<file path="config.mk">
export PLATFORM = sky130hd
export DESIGN_NAME = sfmag_guard
export DESIGN_NICKNAME = d
export VERILOG_FILES = /design/src/design/sfmag_pkg.sv /design/src/design/sfmag_mem_check.sv /design/src/design/sfmag_guard.sv
export SDC_FILE = /design/constraint.sdc
export NUM_CORES = 1
export LEC_CHECK = 0
export BUFFER_PORTS_ARGS = -buffer_cell sky130_fd_sc_hd__buf_4
export CAP_MARGIN = 20
export CORE_MARGIN = 3
export CORE_UTILIZATION = 48
export CTS_CLUSTER_DIAMETER = 50
export DETAILED_ROUTE_END_ITERATION = 10
export HOLD_SLACK_MARGIN = 0.1
export PLACE_DENSITY_LB_ADDON = 0.15
export SYNTH_ARGS = -nofsm -noshare
export SYNTH_HDL_FRONTEND = slang
export SYNTH_SLANG_ARGS = --single-unit
</file>
<file path="constraint.sdc">
create_clock -name clk -period 1.8 [get_ports clk]
set_clock_uncertainty 0.2 [all_clocks]
set_input_delay 0.18 -clock clk [delete_from_list [all_inputs] [get_ports clk]]
set_output_delay 0.18 -clock clk [all_outputs]
set_load 0.05 [all_outputs]
</file>
<file path="src/design/sfmag_pkg.sv">
// Constants, types and decode helpers for the register and memory access guard
//
// Behaviour
// RQ1 - Memory management configuration registers are reachable only in privileged mode.
// RQ2 - Privileged code may reach every hardware component register.
// RQ3 - Unprivileged code reaches only CPU registers by default; all else is denied.
// RQ4 - Component registers open to unprivileged code only when its grant bit is set.
// RQ5 - The segment table pointer changes only through privileged register writes.
// RQ6 - After reset every memory segment is disabled until software enables one.
// RQ7 - The firewall partition bounds are constants; no register or write alters them.
// RQ8 - Partition attributes reset to defaults; boot code writes them once, then locked.
// RQ9 - Software updates memory management attributes, subject to register privilege.
// RQ10 - Every register has a defined reset value and a fixed default permission.
// RQ11 - Access classes are fixed; only component grants for two modes are configurable.
// RQ12 - Denied accesses have no side effect and raise a one-cycle violation pulse.
package sfmag_pkg;

  // ----------------------------------------------------------------
  // CPU modes and register classes
  // ----------------------------------------------------------------
  typedef enum logic [1:0] {
    MODE_PRIV   = 2'h0,
    MODE_UNPRIV = 2'h1,
    MODE_FWAPP  = 2'h2
  } sfmag_mode_e;

  typedef enum logic [1:0] {
    CLS_CPU,
    CLS_MMU,
    CLS_RSVD,
    CLS_HW
  } sfmag_cls_e;

  // ----------------------------------------------------------------
  // Register address map (8-bit space)
  // ----------------------------------------------------------------
  localparam logic [7:0] CPU_FIRST      = 8'h80;
  localparam logic [7:0] MMU_FIRST      = 8'ha0;
  localparam logic [7:0] RSVD_FIRST     = 8'hb0;
  localparam logic [7:0] HW_FIRST       = 8'hc0;
  localparam int         HW_IDX_LSB     = 3;
  localparam int         HW_COUNT       = 8;

  localparam logic [7:0] ADDR_SEG_PTR_LO = 8'ha0;
  localparam logic [7:0] ADDR_SEG_PTR_HI = 8'ha1;
  localparam logic [7:0] ADDR_SEG_EN     = 8'ha2;
  localparam logic [7:0] ADDR_SEG_USER   = 8'ha3;
  localparam logic [7:0] ADDR_USER_GRANT = 8'ha4;
  localparam logic [7:0] ADDR_FWAP_GRANT = 8'ha5;
  localparam logic [7:0] ADDR_PART_ATTR  = 8'ha6;

  // ----------------------------------------------------------------
  // Reset values
  // ----------------------------------------------------------------
  localparam logic [15:0] RST_SEG_PTR    = 16'h0000;
  localparam logic [3:0]  RST_SEG_EN     = 4'h0;
  localparam logic [3:0]  RST_SEG_USER   = 4'h0;
  localparam logic [7:0]  RST_GRANT      = 8'h00;
  localparam logic [1:0]  RST_PART_ATTR  = 2'h0;
  localparam logic        RST_PART_LOCK  = 1'b0;

  // ----------------------------------------------------------------
  // Memory layout
  // ----------------------------------------------------------------
  localparam int          SEG_COUNT      = 4;
  localparam int          SEG_SEL_LSB    = 14;
  localparam logic [15:0] FW_BASE        = 16'hf000;
  localparam int          PART_PRIV_RD   = 0;
  localparam int          PART_PRIV_WR   = 1;

  // ----------------------------------------------------------------
  // Carriers
  // ----------------------------------------------------------------
  typedef struct packed {
    logic        valid;
    logic        write;
    sfmag_mode_e mode;
    logic [7:0]  addr;
    logic [7:0]  wdata;
  } sfmag_sfr_req_s;

  typedef struct packed {
    logic       valid;
    logic       granted;
    logic [7:0] rdata;
  } sfmag_sfr_rsp_s;

  typedef struct packed {
    logic        valid;
    logic        write;
    sfmag_mode_e mode;
    logic [15:0] addr;
  } sfmag_mem_req_s;

  typedef struct packed {
    logic [15:0] seg_ptr;
    logic [3:0]  seg_en;
    logic [3:0]  seg_user;
    logic [7:0]  user_grant;
    logic [7:0]  fwap_grant;
    logic [1:0]  part_attr;
    logic        part_lock;
  } sfmag_cfg_s;

  // ----------------------------------------------------------------
  // Address class decode
  // ----------------------------------------------------------------
  function automatic sfmag_cls_e sfmag_class(input logic [7:0] addr);
    sfmag_cls_e cls;
    cls = CLS_RSVD;
    if (addr >= HW_FIRST) begin
      cls = CLS_HW;
    end else if (addr >= RSVD_FIRST) begin
      cls = CLS_RSVD;
    end else if (addr >= MMU_FIRST) begin
      cls = CLS_MMU;
    end else if (addr >= CPU_FIRST) begin
      cls = CLS_CPU;
    end
    return cls;
  endfunction

endpackage

</file>
<file path="src/design/sfmag_mem_check.sv">
// Memory access permission check by segment, mode and firewall partition
`timescale 1ns/1ps
module sfmag_mem_check (
  input  wire sfmag_pkg::sfmag_mem_req_s mem_req,   // Memory request
  input  wire logic [3:0]                seg_en,    // Segment enables
  input  wire logic [3:0]                seg_user,  // Unprivileged segment rights
  input  wire logic [1:0]                part_attr, // Partition attributes
  output logic                           allow      // Access permitted
);

  logic [sfmag_pkg::SEG_COUNT-1:0] seg_hit;
  logic [sfmag_pkg::SEG_COUNT-1:0] seg_ok;
  logic                            in_part;
  logic                            part_ok;

  // ----------------------------------------------------------------
  // Per-segment rights
  // ----------------------------------------------------------------
  genvar g;
  generate
    for (g = 0; g < sfmag_pkg::SEG_COUNT; g++) begin : g_seg
      assign seg_hit[g] = (mem_req.addr[15:sfmag_pkg::SEG_SEL_LSB] == 2'(g));
      // Disabled segment refuses every mode
      assign seg_ok[g]  = seg_en[g] &&                                            // RQ6
                          ((mem_req.mode == sfmag_pkg::MODE_PRIV) ||
                           ((mem_req.mode == sfmag_pkg::MODE_UNPRIV) && seg_user[g]));
    end
  endgenerate

  // Partition bounds are constants, never software state
  assign in_part = (mem_req.addr >= sfmag_pkg::FW_BASE);                          // RQ7

  always_comb begin
    part_ok = 1'b0;
    unique case (mem_req.mode)
      sfmag_pkg::MODE_FWAPP: part_ok = 1'b1;
      sfmag_pkg::MODE_PRIV:  part_ok = mem_req.write ? part_attr[sfmag_pkg::PART_PRIV_WR]
                                                     : part_attr[sfmag_pkg::PART_PRIV_RD];
      default:               part_ok = 1'b0;
    endcase
  end

  // Firewall mode is confined to its partition
  assign allow = in_part ? part_ok : |(seg_hit & seg_ok);

endmodule

</file>
<file path="src/design/sfmag_guard.sv">
// Register and memory access guard: mode checks, configuration registers, violations
`timescale 1ns/1ps
module sfmag_guard (
  input  wire logic                      clk,            // System clock, 50 MHz
  input  wire logic                      srst,           // Synchronous reset, high
  input  wire sfmag_pkg::sfmag_sfr_req_s sfr_req,        // Register access from CPU
  output logic                           sfr_fwd_valid,  // Pass access to peripheral
  output sfmag_pkg::sfmag_sfr_rsp_s      sfr_rsp,        // Registered answer
  input  wire sfmag_pkg::sfmag_mem_req_s mem_req,        // Memory access from CPU
  output logic                           mem_grant,      // Memory access allowed
  output logic [15:0]                    seg_table_ptr,  // Segment table pointer
  output logic                           sfr_violation,  // Denied register access
  output logic                           mem_violation,  // Denied memory access
  output logic                           access_violation // Any denial, to exceptions
);

  // ----------------------------------------------------------------
  // Declarations
  // ----------------------------------------------------------------
  sfmag_pkg::sfmag_cfg_s     cfg_reg;
  sfmag_pkg::sfmag_cfg_s     cfg_next;
  sfmag_pkg::sfmag_sfr_rsp_s rsp_reg;
  sfmag_pkg::sfmag_sfr_rsp_s rsp_next;
  logic                      sfr_viol_reg;
  logic                      sfr_viol_next;
  logic                      mem_viol_reg;
  logic                      mem_viol_next;

  sfmag_pkg::sfmag_cls_e     req_cls;
  logic [2:0]                hw_idx;
  logic                      sfr_allow;
  logic                      mem_allow;
  logic                      mmu_write;
  logic [7:0]                mmu_rdata;

  // ----------------------------------------------------------------
  // Register permission decision
  // ----------------------------------------------------------------
  assign req_cls = sfmag_pkg::sfmag_class(sfr_req.addr);
  assign hw_idx  = sfr_req.addr[sfmag_pkg::HW_IDX_LSB +: 3];

  // Classes are wired; only the two grant masks change rights
  always_comb begin
    sfr_allow = 1'b0;
    unique case (sfr_req.mode)
      sfmag_pkg::MODE_PRIV: begin
        // Full reach including MMU and component registers
        sfr_allow = 1'b1;                                                         // RQ1 RQ2
      end
      sfmag_pkg::MODE_UNPRIV: begin
        sfr_allow = (req_cls == sfmag_pkg::CLS_CPU) ||                            // RQ3
                    ((req_cls == sfmag_pkg::CLS_HW) &&
                     cfg_reg.user_grant[hw_idx]);                                 // RQ4 RQ11
      end
      sfmag_pkg::MODE_FWAPP: begin
        sfr_allow = (req_cls == sfmag_pkg::CLS_CPU) ||
                    ((req_cls == sfmag_pkg::CLS_HW) &&
                     cfg_reg.fwap_grant[hw_idx]);                                 // RQ11
      end
      default: begin
        // Undefined mode code is treated as hostile
        sfr_allow = 1'b0;
      end
    endcase
  end

  // Peripherals see only allowed accesses outside this block
  assign sfr_fwd_valid = sfr_req.valid && sfr_allow &&                            // RQ12
                         (sfmag_pkg::sfmag_class(sfr_req.addr) != sfmag_pkg::CLS_MMU) &&
                         (sfmag_pkg::sfmag_class(sfr_req.addr) != sfmag_pkg::CLS_RSVD);

  assign mmu_write = sfr_req.valid && sfr_req.write && sfr_allow &&
                     (req_cls == sfmag_pkg::CLS_MMU);

  // ----------------------------------------------------------------
  // Configuration registers
  // ----------------------------------------------------------------
  always_comb begin
    cfg_next = cfg_reg;
    if (mmu_write) begin
      unique case (sfr_req.addr)
        sfmag_pkg::ADDR_SEG_PTR_LO: begin
          cfg_next.seg_ptr[7:0] = sfr_req.wdata;                                  // RQ5
        end
        sfmag_pkg::ADDR_SEG_PTR_HI: begin
          cfg_next.seg_ptr[15:8] = sfr_req.wdata;                                 // RQ5
        end
        sfmag_pkg::ADDR_SEG_EN: begin
          cfg_next.seg_en = sfr_req.wdata[3:0];                                   // RQ9
        end
        sfmag_pkg::ADDR_SEG_USER: begin
          cfg_next.seg_user = sfr_req.wdata[3:0];                                 // RQ9
        end
        sfmag_pkg::ADDR_USER_GRANT: begin
          cfg_next.user_grant = sfr_req.wdata;                                    // RQ4
        end
        sfmag_pkg::ADDR_FWAP_GRANT: begin
          cfg_next.fwap_grant = sfr_req.wdata;                                    // RQ11
        end
        sfmag_pkg::ADDR_PART_ATTR: begin
          // Boot code gets one shot; later writes are dropped silently
          if (!cfg_reg.part_lock) begin
            cfg_next.part_attr = sfr_req.wdata[1:0];                              // RQ8
            cfg_next.part_lock = 1'b1;                                            // RQ8
          end
        end
        default: begin
          cfg_next = cfg_reg;
        end
      endcase
    end
  end

  always_ff @(posedge clk) begin
    if (srst) begin
      cfg_reg.seg_ptr    <= sfmag_pkg::RST_SEG_PTR;                               // RQ10
      cfg_reg.seg_en     <= sfmag_pkg::RST_SEG_EN;                                // RQ6
      cfg_reg.seg_user   <= sfmag_pkg::RST_SEG_USER;                              // RQ6
      cfg_reg.user_grant <= sfmag_pkg::RST_GRANT;                                 // RQ10
      cfg_reg.fwap_grant <= sfmag_pkg::RST_GRANT;                                 // RQ10
      cfg_reg.part_attr  <= sfmag_pkg::RST_PART_ATTR;                             // RQ8
      cfg_reg.part_lock  <= sfmag_pkg::RST_PART_LOCK;                             // RQ8
    end else begin
      cfg_reg <= cfg_next;
    end
  end

  assign seg_table_ptr = cfg_reg.seg_ptr;

  // ----------------------------------------------------------------
  // Read answer
  // ----------------------------------------------------------------
  always_comb begin
    mmu_rdata = 8'h00;
    unique case (sfr_req.addr)
      sfmag_pkg::ADDR_SEG_PTR_LO: mmu_rdata = cfg_reg.seg_ptr[7:0];
      sfmag_pkg::ADDR_SEG_PTR_HI: mmu_rdata = cfg_reg.seg_ptr[15:8];
      sfmag_pkg::ADDR_SEG_EN:     mmu_rdata = {4'h0, cfg_reg.seg_en};
      sfmag_pkg::ADDR_SEG_USER:   mmu_rdata = {4'h0, cfg_reg.seg_user};
      sfmag_pkg::ADDR_USER_GRANT: mmu_rdata = cfg_reg.user_grant;
      sfmag_pkg::ADDR_FWAP_GRANT: mmu_rdata = cfg_reg.fwap_grant;
      sfmag_pkg::ADDR_PART_ATTR:  mmu_rdata = {5'h00, cfg_reg.part_lock, cfg_reg.part_attr};
      default:                    mmu_rdata = 8'h00;
    endcase
  end

  always_comb begin
    rsp_next         = '0;
    rsp_next.valid   = sfr_req.valid;
    rsp_next.granted = sfr_req.valid && sfr_allow;
    // Denied reads return zero so no secret leaks
    if (sfr_req.valid && !sfr_req.write && sfr_allow &&
        (req_cls == sfmag_pkg::CLS_MMU)) begin
      rsp_next.rdata = mmu_rdata;                                                 // RQ1
    end
  end

  // ----------------------------------------------------------------
  // Memory path
  // ----------------------------------------------------------------
  sfmag_mem_check u_mem_check (
    .mem_req   (mem_req),
    .seg_en    (cfg_reg.seg_en),
    .seg_user  (cfg_reg.seg_user),
    .part_attr (cfg_reg.part_attr),
    .allow     (mem_allow)
  );

  // Combinational so the CPU is stopped in the same cycle
  assign mem_grant = mem_req.valid && mem_allow;                                  // RQ6 RQ7

  // ----------------------------------------------------------------
  // Violation events
  // ----------------------------------------------------------------
  always_comb begin
    sfr_viol_next = sfr_req.valid && !sfr_allow;                                  // RQ12
    mem_viol_next = mem_req.valid && !mem_allow;                                  // RQ12
  end

  always_ff @(posedge clk) begin
    if (srst) begin
      rsp_reg      <= '0;
      sfr_viol_reg <= 1'b0;
      mem_viol_reg <= 1'b0;
    end else begin
      rsp_reg      <= rsp_next;
      sfr_viol_reg <= sfr_viol_next;
      mem_viol_reg <= mem_viol_next;
    end
  end

  assign sfr_rsp          = rsp_reg;
  assign sfr_violation    = sfr_viol_reg;
  assign mem_violation    = mem_viol_reg;
  assign access_violation = sfr_viol_reg || mem_viol_reg;

endmodule

</file>
; Word level (Yosys, flattened, before mapping)
; Cells that the tools add are included.
[word_totals]
ff_bits = 55
[op_classes]
magnitude_cmp = 6
n_eq_ne = 18
muxes = 13
bitwise_logic = 3
n_reduce_logical = 46
[ops]
columns = operator, count
row1 = == test 8 bit (second input constant), 7
row2 = case mux 8 bit (7 select lines), 1
row3 = greater-or-equal comparator 8 bit (second input constant), 4
row4 = logical AND 1 bit, 22
row5 = greater-or-equal comparator 16 bit (second input constant), 1
row6 = AND reduction 2 bit, 7
row7 = == test 2 bit (second input constant), 5
row8 = == test 2 x 1 -> 1 bit (second input constant), 4
row9 = logical NOT 2 bit, 4
row10 = 2-to-1 mux 2 bit, 4
row11 = logical OR 1 bit, 7
row12 = binary-select mux 1 bit (select 3 bit), 2
row13 = bitwise AND 4 bit, 1
row14 = < comparator 3 x 4 -> 1 bit (second input constant), 1
row15 = 2-to-1 mux 1 bit, 4
row16 = OR reduction 4 bit, 1
row17 = logical NOT 1 bit, 3
row18 = case mux 1 bit (3 select lines), 1
row19 = AND reduction 3 bit, 1
row20 = != test 2 x 1 -> 1 bit (second input constant), 1
row21 = != test 2 bit (second input constant), 1
row22 = NOT 1 bit, 2
row23 = case mux 1 bit (2 select lines), 1
row24 = OR reduction 2 bit, 1

; Logic depth before layout (Yosys ltp)
; Gate-level depths: netlist of the first run.
[depth]
word_depth = 13
mapped_depth = 8
ltp_nobuf = 7

; By module
; Synthesis of the first run repeated with hierarchy kept, for this count alone.
[unflattened]
cells_unflattened = 301
hier_area_um2 = 2920.3
[modules_own_cells]
columns = mod, instances, cells_per_inst, area_each_um2, seq_area_each_um2
row1 = sfmag_guard, 1, 285, 2801.4, 1101.1
row2 = sfmag_mem_check, 1, 16, 118.9, 0.0

; Worst setup path before layout of the first run
; Ideal clock, no wire load.
[synth_path]
kind = input -> output
from = input sfr_req[16] in the netlist's numbering
to = output sfr_fwd_valid
t_arrival_ns = 1.646
path_slack_ns = -0.226
stages = 8
n_path_buf = 1
path_cell_list = inv_1 > ha_1 > nor2_1 > nor4b_1 > nand3_1 > o211ai_1 > buf_2 > o2111a_1
[synth_via]
elab_chain_cells = 5
word_cells_on_any_way = 7
cone_classes = eq/ne: 2 / mux: 1 / reduce/logical: 4
[synth_lines]
columns = item, line
row1 = start: declaration, sfmag_guard.sv:6  ; input wire sfmag_pkg::sfmag_sfr_req_s sfr_req,
row2 = "== test 2 bit, or another cell as far along", sfmag_guard.sv:45  ; unique case (sfr_req.mode)
row3 = case mux 1 bit (3 select lines) *, sfmag_guard.sv:45
row4 = logical AND 1 bit * (2 in a row), sfmag_guard.sv:68  ; assign sfr_fwd_valid = sfr_req.valid && sfr_allow &&
row5 = logical AND 1 bit *, sfmag_guard.sv:69  ; (sfmag_pkg::sfmag_class(sfr_req.addr) != sfmag_pkg::CLS_MMU) &&
row6 = end: declaration, sfmag_guard.sv:7  ; output logic sfr_fwd_valid,
; Every way passes the cells marked *; elsewhere a longest branch is shown, timed or not.

; Final worst setup path of the first run
[layout_path]
from = register cfg_reg[6] in the netlist's numbering
to = output sfr_fwd_valid
[layout_via]
elab_chain_cells = 8
[layout_lines]
columns = item, line
row1 = start: declaration, sfmag_guard.sv:20  ; sfmag_pkg::sfmag_cfg_s cfg_reg;
row2 = start signal: assignment, sfmag_guard.sv:124  ; cfg_reg <= cfg_next;
row3 = binary-select mux 1 bit (select 3 bit), sfmag_guard.sv:58  ; cfg_reg.fwap_grant[hw_idx]);
row4 = 2-to-1 mux 1 bit (implied by the code), sfmag_guard.sv:58
row5 = logical AND 1 bit, sfmag_guard.sv:57  ; ((req_cls == sfmag_pkg::CLS_HW) &&
row6 = logical OR 1 bit, sfmag_guard.sv:56  ; sfr_allow = (req_cls == sfmag_pkg::CLS_CPU) ||
row7 = case mux 1 bit (3 select lines), sfmag_guard.sv:45
row8 = logical AND 1 bit (2 in a row), sfmag_guard.sv:68
row9 = logical AND 1 bit, sfmag_guard.sv:69
; No other way between the ends. The select of a mux whose other input is x is not followed.

==> results of run 1 <==
## power by group through the flow
stage / Sequential [mW] / Clock, mW / Combinational, mW
after global routing: 1.22 / 0.726 / 0.351
after global placement: 1.25 / 0 / 0.296
after detailed placement: 1.25 / 0 / 0.299
final: 1.22 / 0.666 / 0.329
after floorplan: 1.27 / 0 / 0.138
after CTS: 1.22 / 0.682 / 0.323
## cell families (layout without fill, tap and decap cells)
kind of cell / count (synthesis) / after routing / synth area share [%]
AO/OA/AOI/OAI: 57 / 57 / 12.64
adder cells (fa/ha/maj): 3 / 3 / 1.326
buffers and inverters: 41 / 119 / 8.440
flip-flops: 55 / 55 / 38.89
multiplexers: 31 / 31 / 13.65
AND/OR/NAND/NOR: 133 / 133 / 25.06
## layer usage
layer	wire, microns	GRT usage, %	vias to the layer above
li1	-	-	1272
met1	3488	30.72	1259
met2	3339	34.40	105
met3	611	3.968	2
met4	41	4.458	0
met5	0	0	-
## critical path: stages (launching register included)
cell	delay, ns
dfxtp_1	0.32
mux4_2	0.45
nand2b_1	0.15
nand3_1	0.08
o211ai_1	0.11
o2111a_2	0.16
buf_6	0.15
## synth_stat cells, types with 4 or more instances
| cell type | number | area share, % |
|---|---|---|
| nor2_1 | 25 | 3.3 |
| buf_2 | 11 | 1.9 |
| nor2b_1 | 10 | 2.2 |
| nand2_1 | 32 | 4.2 |
| dfxtp_1 | 55 | 39 |
| a22oi_1 | 4 | 1.1 |
| inv_1 | 4 | 0.53 |
| a21oi_1 | 33 | 5.8 |
| and3_1 | 8 | 1.8 |
| o21ai_0 | 4 | 0.71 |
| clkbuf_1 | 6 | 0.80 |
| nand3b_1 | 4 | 1.1 |
| buf_4 | 17 | 4.5 |
| mux4_2 | 6 | 4.8 |
| nand3_1 | 32 | 5.7 |
| mux2i_1 | 24 | 8.5 |
## worst min path at each step
stage	cells after the start	slack, ns	startpoint	end
finish	3	0.12	sfr_req[8]	sfr_rsp[1]
global route	3	0.14	sfr_req[8]	sfr_rsp[1]
detailed placement	2	0.26	cfg_reg[16]	cfg_reg[16]
CTS	3	0.11	sfr_req[8]	sfr_rsp[1]
floorplan	2	0.13	sfr_req[0]	cfg_reg[1]
global placement	3	0.25	sfr_req[4]	cfg_reg[7]
## cell type report
class	count	area (sq um)
Inverter	4	25.02
Clock inverter	1	5.005
Fill cell	499	1874
Timing Repair Buffer	107	858.3
Tap cell	72	90.09
Multi-Input combinational cell	224	1570
Sequential cell	55	1109
Clock buffer	7	76.32
## timing repair
action / in CTS / in global routing
buffers inserted: 2 / 2
hold endpoints to repair: 46 / 0
setup endpoints to repair: 2 / 34
resized for setup: 9 / 20
hold buffers: 12 / 0
pin swaps: 2 / 8
## metrics by stage
step	worst slack (ns)	hold slack, ns	setup TNS (ns)	cells	power [mW]
floorplan	-0.02260	0.1272	-0.02260	320	1.406
global placement	-0.2268	0.2511	-6.990	447	1.546
detailed placement	-0.2813	0.2633	-8.888	447	1.550
CTS	-0.3057	0.1083	-0.3541	469	2.227
global route	-0.3603	0.1352	-0.5310	470	2.300
finish	-0.2978	0.1176	-0.3655	470	2.218
==> impl_results.md, run 1 <==
- Worst reg2reg startpoint: cfg_reg[6]
- Failing checks: setup timing
- MaxCap Viol Count: 0
- Drt first pass iters: 5
- Fin. Hold Viols: 0
- Comb power frac: between 10% and 20%
- PD cells: 594.0 nW/um^2
- Largest net degree at the start of global routing: 45
- Critical path class: reg -> out
- Final Core Density: 66.58%
- Critical Path Source: cfg_reg[6]
- Post-synth net total: 365
- Initial antenna violation count: 0
- Post-placement cell area: 3428 sq um
- CP Capture Point: sfr_fwd_valid
- Post-Syn Area: 2831 sq um
- Die height: a little over 80 microns
- Total internal power: 1.644 mW
- Skew-Pair Late Insertion Delay: roughly 0.30 ns
- Mapped Cells: 320
- Final min period: 2.098 ns
- HP Class: in -> reg
- Bufs on Longest Clock Path: 2
- Post-synth EDFFs: 0
- # rows: 27
- Die width: 82.81 microns
- Cells on worst reg2reg path: 6
- Area growth, synth to finish: 31.86%
- CTS Sinks: between 50 and 60
- Max FFs per register: 27
- R2r endpoint: sfr_rsp[0]
- Total global routing overflow: 0
- H-tree levels: 2
- Core area: approximately 5600 sq um
- Detailed Route Iter0 Violations: between 150 and 200
- # DRC: 0
- Starting Density: 50.49%
- Avg Cell Area, Syn: 8.848 sq um
- Aggregate global-route resource usage: between 20% and 30%
- Design area: about 3700 sq um
- CP Capture Type: primary output
- Startpoint types: flip-flop
- Least-Margin Pin Slew: 0.4629 ns
- Slew Viols, Final: 0
- DP Wirelength: about 5.4 mm
- Antenna viol nets, final: 0
- Final setup vio count: 2
- Register share of total power: ~55%
- Full die area: 6857 sq um
- Worst VDD drop: between 400 and 500 uV
- Most common cell after layout, fill and taps aside: buf_4
- Setup ws final: -0.2978 ns
- Num CTS Buffers: 5
- Worst slew margin: 69.14%
- Most frequent cells in the layout: 90 x buf_4, 49 x dfxtp_1, 33 x a21oi_1
- Vias in the first global route: 2481
- Overall routed net length: between 7 and 8 mm
- Pleak: ~1.5 nW
- RSZ-0062 raised after global routing: yes
- Status: complete, but fails checks
- Most used DFF post-synth: dfxtp_1
- Share of layout cells above drive strength 1: 34.67%
- Via Count: about 2.6k
- CP arrival: 1.72 ns
- First-pass GRT wire length: between 10 and 15 mm
- Part of the cycle the worst path needs: 116.5%
- Routed length per instance: 15.92 microns
- Synth cell types: 44
- Inserted Diodes: 0
- Seq cells post-synth: between 50 and 60
- Port Buffers: 60
- Clock slew at reported path FFs: roughly 0.10 ns
- # IOs: 73
- Flop-to-flop setup slack: 0.05 ns
- Nets: approximately 440
- CTS tree: yes
- Fmax: about 480 MHz
- Switching portion of total power: 25.85%
- CTS root buf: clkbuf_8
- YS warnings: 0
- Vias per std cell: 5.613
- Clock power share: around 30%
- Seq/Total Area, Yosys: about 40%
- Switching power: 0.5734 mW
- Asr flop ratio synth: 0%
- CP max FO: 2
- Final GP Congestion: 0.8472
- CP required: between 1 and 1.5 ns
Note: power is estimated with default switching activity, not from simulation.
==> run 2, diff against run 1 <==
- CORE_ASPECT_RATIO: unset -> 1.75
- REMOVE_ABC_BUFFERS: unset -> 1
==> impl_results.md, run 2 (synthesis results as in run 1) <==
- Flop-to-flop setup slack: 0.04 ns (was 0.05 ns)
- Final min period: 2.112 ns (was 2.098 ns)
- Clock slew at reported path FFs: 0.10 ns (about the same)
- CP bufs+invs: 1 (unchanged)
- Routed length per instance: 17.11 microns (was 15.92 microns)
- Slew Viols, Final: 0 (unchanged)
- Inserted Diodes: 0 (unchanged)
- Least-Margin Pin Slew: 0.5222 ns (was 0.4629 ns)
- Cell breakdown of the critical path: mux4_2 -> nand2b_4 -> nand3_2 -> o211ai_1 -> o2111a_1 -> buf_6 (was mux4_2 -> nand2b_1 -> nand3_1 -> o211ai_1 -> o2111a_2 -> buf_6)
- Critical path class: reg -> out (unchanged)
- Worst VDD drop: 592.0 uV (was 419.3 uV)
- # IOs: 73 (unchanged)
- CP max-delay cell: mux4_2 (unchanged)
- Aggregate global-route resource usage: 24.19% (was 21.61%)
- Final setup vio count: 4 (was 2)
- Cell family with most CP delay: multiplexers (unchanged)
- Area growth, synth to finish: 38.31% (was 31.86%)
- Max incr delay on CP: 0.46 ns (was 0.45 ns)
- Worst slew margin: 65.18% (was 69.14%)
- Skew-Pair Late Insertion Delay: 0.31 ns (was 0.30 ns)
- RSZ-0062 raised after global routing: yes (unchanged)
- Vias per std cell: 5.538 (was 5.613)
- Die height: 107.6 microns (was 82.81 microns)
- # rows: 36 (was 27)
- CTS tree: yes (unchanged)
- Drt first pass iters: 4 (was 5)
- CP Capture Type: primary output (unchanged)
- Antenna viol nets, final: 0 (unchanged)
- Part of the cycle the worst path needs: 117.3% (was 116.5%)
- Startpoint types: flip-flop (unchanged)
- CP max FO: 2 (unchanged)
- Total global routing overflow: 0 (unchanged)
- # DRC: 0 (unchanged)
- Initial antenna violation count: 0 (unchanged)
- Final GP Congestion: 0.8920 (was 0.8472)
- H-tree levels: 2 (unchanged)
- First-pass GRT wire length: 12.83 mm (was 12.29 mm)
- Nets: 443 (was 442)
- Die width: 64.06 microns (was 82.81 microns)
- Design Power: 2.343 mW (was 2.218 mW)
- CTS Sinks: 55 (unchanged)
- Largest net degree at the start of global routing: 45 (unchanged)
- Pleak: 1.554 nW (was 1.507 nW)
- Most common cell after layout, fill and taps aside: buf_4 (unchanged)
- HP Class: in -> reg (unchanged)
- Fin. Hold Viols: 0 (unchanged)
- DP Wirelength: 6.003 mm (was 5.385 mm)
- PD cells: 598.4 nW/um^2 (was 594.0 nW/um^2)
- MaxCap Viol Count: 0 (unchanged)
- Starting Density: 50.29% (was 50.49%)
- CP required: 1.42 ns (about the same)
- Via Count: 2625 (was 2638)
- CTS root buf: clkbuf_8 (unchanged)
- Vias in the first global route: 2565 (was 2481)
- Full die area: 6893 sq um (was 6857 sq um)
- Bufs on Longest Clock Path: 2 (unchanged)
- Share of layout cells above drive strength 1: 40.45% (was 34.67%)
- Fmax: 473.5 MHz (was 476.7 MHz)
- Overall routed net length: 8.108 mm (was 7.481 mm)
- Status: complete, but fails checks (unchanged)
- Fin Hold WS: 0.1190 ns (was 0.1176 ns)
- Failing checks: setup timing (unchanged)
- Port Buffers: 60 (unchanged)
- Detailed Route Iter0 Violations: 116 (was 170)
- Num CTS Buffers: 5 (unchanged)
- Max FFs per register: 27 (unchanged)
- Most frequent cells in the layout: 87 x buf_4, 50 x dfxtp_1, 27 x nand3_1, 27 x a21oi_1, 25 x nor2_1 (was 90 x buf_4, 49 x dfxtp_1, 33 x a21oi_1)
- CP arrival: 1.73 ns (was 1.72 ns)
- Setup ws final: -0.3118 ns (was -0.2978 ns)
- Filler cells: 475 (was 499)
- Core area: 5630 sq um (was 5608 sq um)
## run 2: area by class of cell
cell class | count | area [sq um] | area share [%]
clock buffers | 6 | 72.57 | 1.853
clock inverters | 1 | 30.03 | 0.7668
inverters | 4 | 15.01 | 0.3834
multi-input cells | 224 | 1678 | 42.84
flip-flops and latches | 55 | 1107 | 28.27
well taps | 76 | 95.09 | 2.428
repair buffers | 108 | 918.4 | 23.45
## run 2: worst register-to-register path, stage by stage, from the launching register on
cell,delay [ns]
dfxtp_2,0.33
mux4_2,0.46
nand2b_4,0.15
nand3_2,0.06
o211ai_1,0.11
buf_4,0.19
and3_1,0.15
## run 2: timing repair
action                                  CTS  global route
pin swaps                                 6            17
cloned                                    0             1
endpoints found under the hold margin    48             0
endpoints found under the setup margin    7            43
hold buffers                             11             0
setup buffers                             3             3
gates resized for setup                  12            52
## run 2: final timing paths
kind,end,start,cells after the start
worst max-delay path,sfr_fwd_valid,cfg_reg[6],6
worst min-delay path,sfr_rsp[1],sfr_req[10],3
worst max register to register,sfr_rsp[6],cfg_reg[6],6
worst min register to register,seg_table_ptr[13],seg_table_ptr[13],2
## run 2: stage by stage
step	TNS (ns)	cells	setup slack, ns	instance area (sq um)	util (%)
finish	-0.3766	474	-0.3118	3916	69.56
global route	-1.431	474	-0.3643	3916	69.56
CTS	-0.4073	470	-0.3339	3677	65.31
detailed placement	-10.78	449	-0.3200	3403	60.44
global placement	-8.359	449	-0.3461	3403	60.44
floorplan	-11.78	283	-0.5510	2608	-
## run 2: power by group
| group | switching (mW) | internal [mW] |
|---|---|---|
| clock | 0.381 | 0.408 |
| combinational | 0.184 | 0.148 |
| sequential | 0.00194 | 1.22 |
| total | 0.567 | 1.78 |
## run 2: per-layer routing
metal | track usage, % | vias up | routed length [microns]
met5 | 0 | - | 0
met4 | 11.75 | 0 | 382
met3 | 2.612 | 24 | 296
met2 | 46.34 | 70 | 4465
met1 | 25.31 | 1259 | 2963
li1 | - | 1272 | -
==> run 3, diff against run 2 <==
- ABC_AREA: unset -> 1
- CORE_UTILIZATION: 48 -> 47
- SLEW_MARGIN: unset -> 20
==> impl_results.md, run 3 <==
- Starting Density: 49.33% (was 50.29%)
- CP arrival: 1.75 ns (was 1.73 ns)
- H-tree levels: 2 (unchanged)
- Status: complete, but fails checks (unchanged)
- Worst slew margin: 67.63% (was 65.18%)
- Post-Syn Area: 2778 sq um (was 2831 sq um)
- Share of layout cells above drive strength 1: 38.93% (was 40.45%)
- Failing checks: setup timing (unchanged)
- # DRC: 0 (unchanged)
- Total global routing overflow: 0 (unchanged)
- Design Power: 2.237 mW (was 2.343 mW)
- Final GP Congestion: 0.8857 (was 0.8920)
- Worst hold start: sfr_req[16] (was sfr_req[10])
- Nets: 550 (was 443)
- Clock slew at reported path FFs: 0.10 ns (about the same)
- Seq cells post-synth: 55 (unchanged)
- # IOs: 73 (unchanged)
- Hold EP: sfr_violation (was sfr_rsp[1])
- # rows: 36 (unchanged)
- Cells on worst reg2reg path: 17 (was 6)
- Full die area: 6904 sq um (was 6893 sq um)
- CP max FO: 2 (unchanged)
- Vias in the first global route: 2902 (was 2565)
- Final setup vio count: 54 (was 4)
- Via Count: 2970 (was 2625)
- Area growth, synth to finish: 46.13% (was 38.31%)
- Antenna viol nets, final: 0 (unchanged)
- PD cells: 551.0 nW/um^2 (was 598.4 nW/um^2)
- Largest net degree at the start of global routing: 43 (was 45)
- Initial antenna violation count: 0 (unchanged)
- Asr flop ratio synth: 0% (unchanged)
- Seq/Total Area, Yosys: 39.64% (was 38.89%)
- Port Buffers: 60 (unchanged)
- Top-count cell post-synth: nor2_1 (was dfxtp_1)
- HP Class: in -> reg (unchanged)
- Final Core Density: 72.09% (was 69.56%)
- Core area: 5630 sq um (unchanged)
- Most used DFF post-synth: dfxtp_1 (unchanged)
- Worst VDD drop: 499.7 uV (was 592.0 uV)
- Skew-Pair Late Insertion Delay: 0.33 ns (was 0.31 ns)
- RSZ-0062 raised after global routing: yes (unchanged)
- Part of the cycle the worst path needs: 118.2% (was 117.3%)
- Synth area leader: dfxtp_1 (unchanged)
- Max FFs per register: 27 (unchanged)
- First-pass GRT wire length: 13.79 mm (was 12.83 mm)
- Worst reg2reg startpoint: cfg_reg[13] (was cfg_reg[6])
- Yosys top cell area share: 39.64% (was 38.89%)
- Detailed Route Iter0 Violations: 137 (was 116)
- Overall routed net length: 8.646 mm (was 8.108 mm)
- Pleak: 1.871 nW (was 1.554 nW)
- Setup ws final: -0.3278 ns (was -0.3118 ns)
- Flop-to-flop setup slack: -0.30 ns (was 0.04 ns)
- R2r endpoint: seg_table_ptr[9] (was sfr_rsp[6])
- CP Capture Type: primary output (unchanged)
- Drt first pass iters: 4 (unchanged)
- Avg Cell Area, Syn: 7.068 sq um (was 8.848 sq um)
- Leading cell types by count after synthesis: 100 x nor2_1, 55 x dfxtp_1, 48 x o21ai_0, 47 x inv_1, 39 x nand2_1 (was 55 x dfxtp_1, 33 x a21oi_1, 32 x nand2_1, 32 x nand3_1, 25 x nor2_1)
- Num CTS Buffers: 5 (unchanged)
- Aggregate global-route resource usage: 26.01% (was 24.19%)
- Mapped Cells: 393 (was 320)
- YS warnings: 0 (unchanged)
- CTS root buf: clkbuf_8 (unchanged)
- Vias per std cell: 5.103 (was 5.538)
- Synth cell types: 35 (was 44)
- CTS Sinks: 55 (unchanged)
- Least-Margin Pin Slew: 0.4856 ns (was 0.5222 ns)
- Most common cell after layout, fill and taps aside: buf_4 (unchanged)
- Inserted Diodes: 0 (unchanged)
- Most frequent cells in the layout: 102 x buf_4, 91 x nor2_1, 43 x inv_1 (was 87 x buf_4, 50 x dfxtp_1, 27 x nand3_1, 27 x a21oi_1, 25 x nor2_1)
- Routed length per instance: 14.86 microns (was 17.11 microns)
- Slew Viols, Final: 0 (unchanged)
- Fmax: 470.0 MHz (was 473.5 MHz)
- Die height: 107.7 microns (was 107.6 microns)
- Top post-synthesis cells by area: dfxtp_1 40%, nor2_1 14%, o21ai_0 8.6% (was dfxtp_1 39%, mux2i_1 8.5%, a21oi_1 5.8%)
- DP Wirelength: 6.144 mm (was 6.003 mm)
- Post-synth EDFFs: 0 (unchanged)
- Critical path class: reg -> out (unchanged)
- Bufs on Longest Clock Path: 2 (unchanged)
- CTS tree: yes (unchanged)
- WHS Path Cells: 4 (was 3)
- Die width: 64.11 microns (was 64.06 microns)
- MaxCap Viol Count: 0 (unchanged)
- Final min period: 2.128 ns (was 2.112 ns)
- CP required: 1.42 ns (about the same)
- Fin. Hold Viols: 0 (unchanged)
- Startpoint types: flip-flop (unchanged)
run 3: worst max-delay path, cell delays in order, from the launching register on:
cell and delay, ns:
dfxtp_2 0.35, inv_1 0.05, nand2_1 0.08, nand3_2 0.06
nand3_1 0.08, nand3_1 0.06, nand2_1 0.06, nand2_1 0.04
nand2_1 0.07, nand2_2 0.07, nand2_4 0.08, nand3_4 0.06
buf_6 0.13, nor2_4 0.08, buf_8 0.15
run 3: layout make-up:
| cell class | count | area [sq um] |
|---|---|---|
| Multi-Input combinational cell | 264 | 1484 |
| Inverter | 55 | 230.2 |
| Sequential cell | 55 | 1124 |
| Fill cell | 464 | 1572 |
| Clock inverter | 2 | 16.27 |
| Tap cell | 76 | 95.09 |
| Clock buffer | 6 | 72.57 |
| Timing Repair Buffer | 124 | 1037 |
run 3: cell families after synthesis:
kind of cell    after synthesis  share of synthesized area, %
buf+inv                      76                         13.06
simple gates                181                         29.87
fa+ha+maj                     3                         1.351
compound gates               78                         16.08
flops                        55                         39.64
run 3: timing repair:
action / CTS / global route
endpoints found under the hold margin: 49 / 0
cloned: 2 / 0
pin swaps: 13 / 20
endpoints found under the setup margin: 53 / 54
gates resized for setup: 61 / 35
hold buffers: 12 / 0
buffers inserted: 8 / 3
run 3: worst max-delay path by stage:
stage | startpoint | endpoint | slack, ns | cells after the start
2_1_floorplan | cfg_reg[11] | sfr_fwd_valid | -0.25 | 12
3_3_place_gp | sfr_req[16] | sfr_rsp[5] | -0.28 | 15
3_5_place_dp | sfr_req[16] | sfr_rsp[5] | -0.30 | 15
4_1_cts | cfg_reg[11] | sfr_fwd_valid | -0.33 | 14
5_1_grt | cfg_reg[13] | cfg_reg[17] | -0.50 | 16
6_report | cfg_reg[13] | sfr_fwd_valid | -0.33 | 14
run 3: through the flow:
stage	setup slack (ns)	cell area, sq um	hold slack, ns	TNS [ns]	instances
after floorplan	-0.2472	2631	0.05238	-0.3017	372
after global placement	-0.2839	3522	0.1931	-9.057	549
after detailed placement	-0.2992	3522	0.1927	-10.44	549
after CTS	-0.3252	3935	0.2226	-12.33	579
after global routing	-0.5037	4059	0.2937	-23.64	582
final	-0.3278	4059	0.2344	-12.93	582
run 3: power by group:
part	total [mW]	internal, mW	switching, mW
Combinational	0.306	0.135	0.171
Sequential	1.22	1.22	0.00194
Clock	0.709	0.281	0.428
Total	2.24	1.64	0.601
run 3: per-layer routing:
layer	GRT usage, %	up-vias	part of all wire, %
li1	-	1488	-
met1	26.95	1381	36
met2	48.85	78	56
met3	3.762	23	4.1
met4	14.07	0	4.2
met5	0	-	0
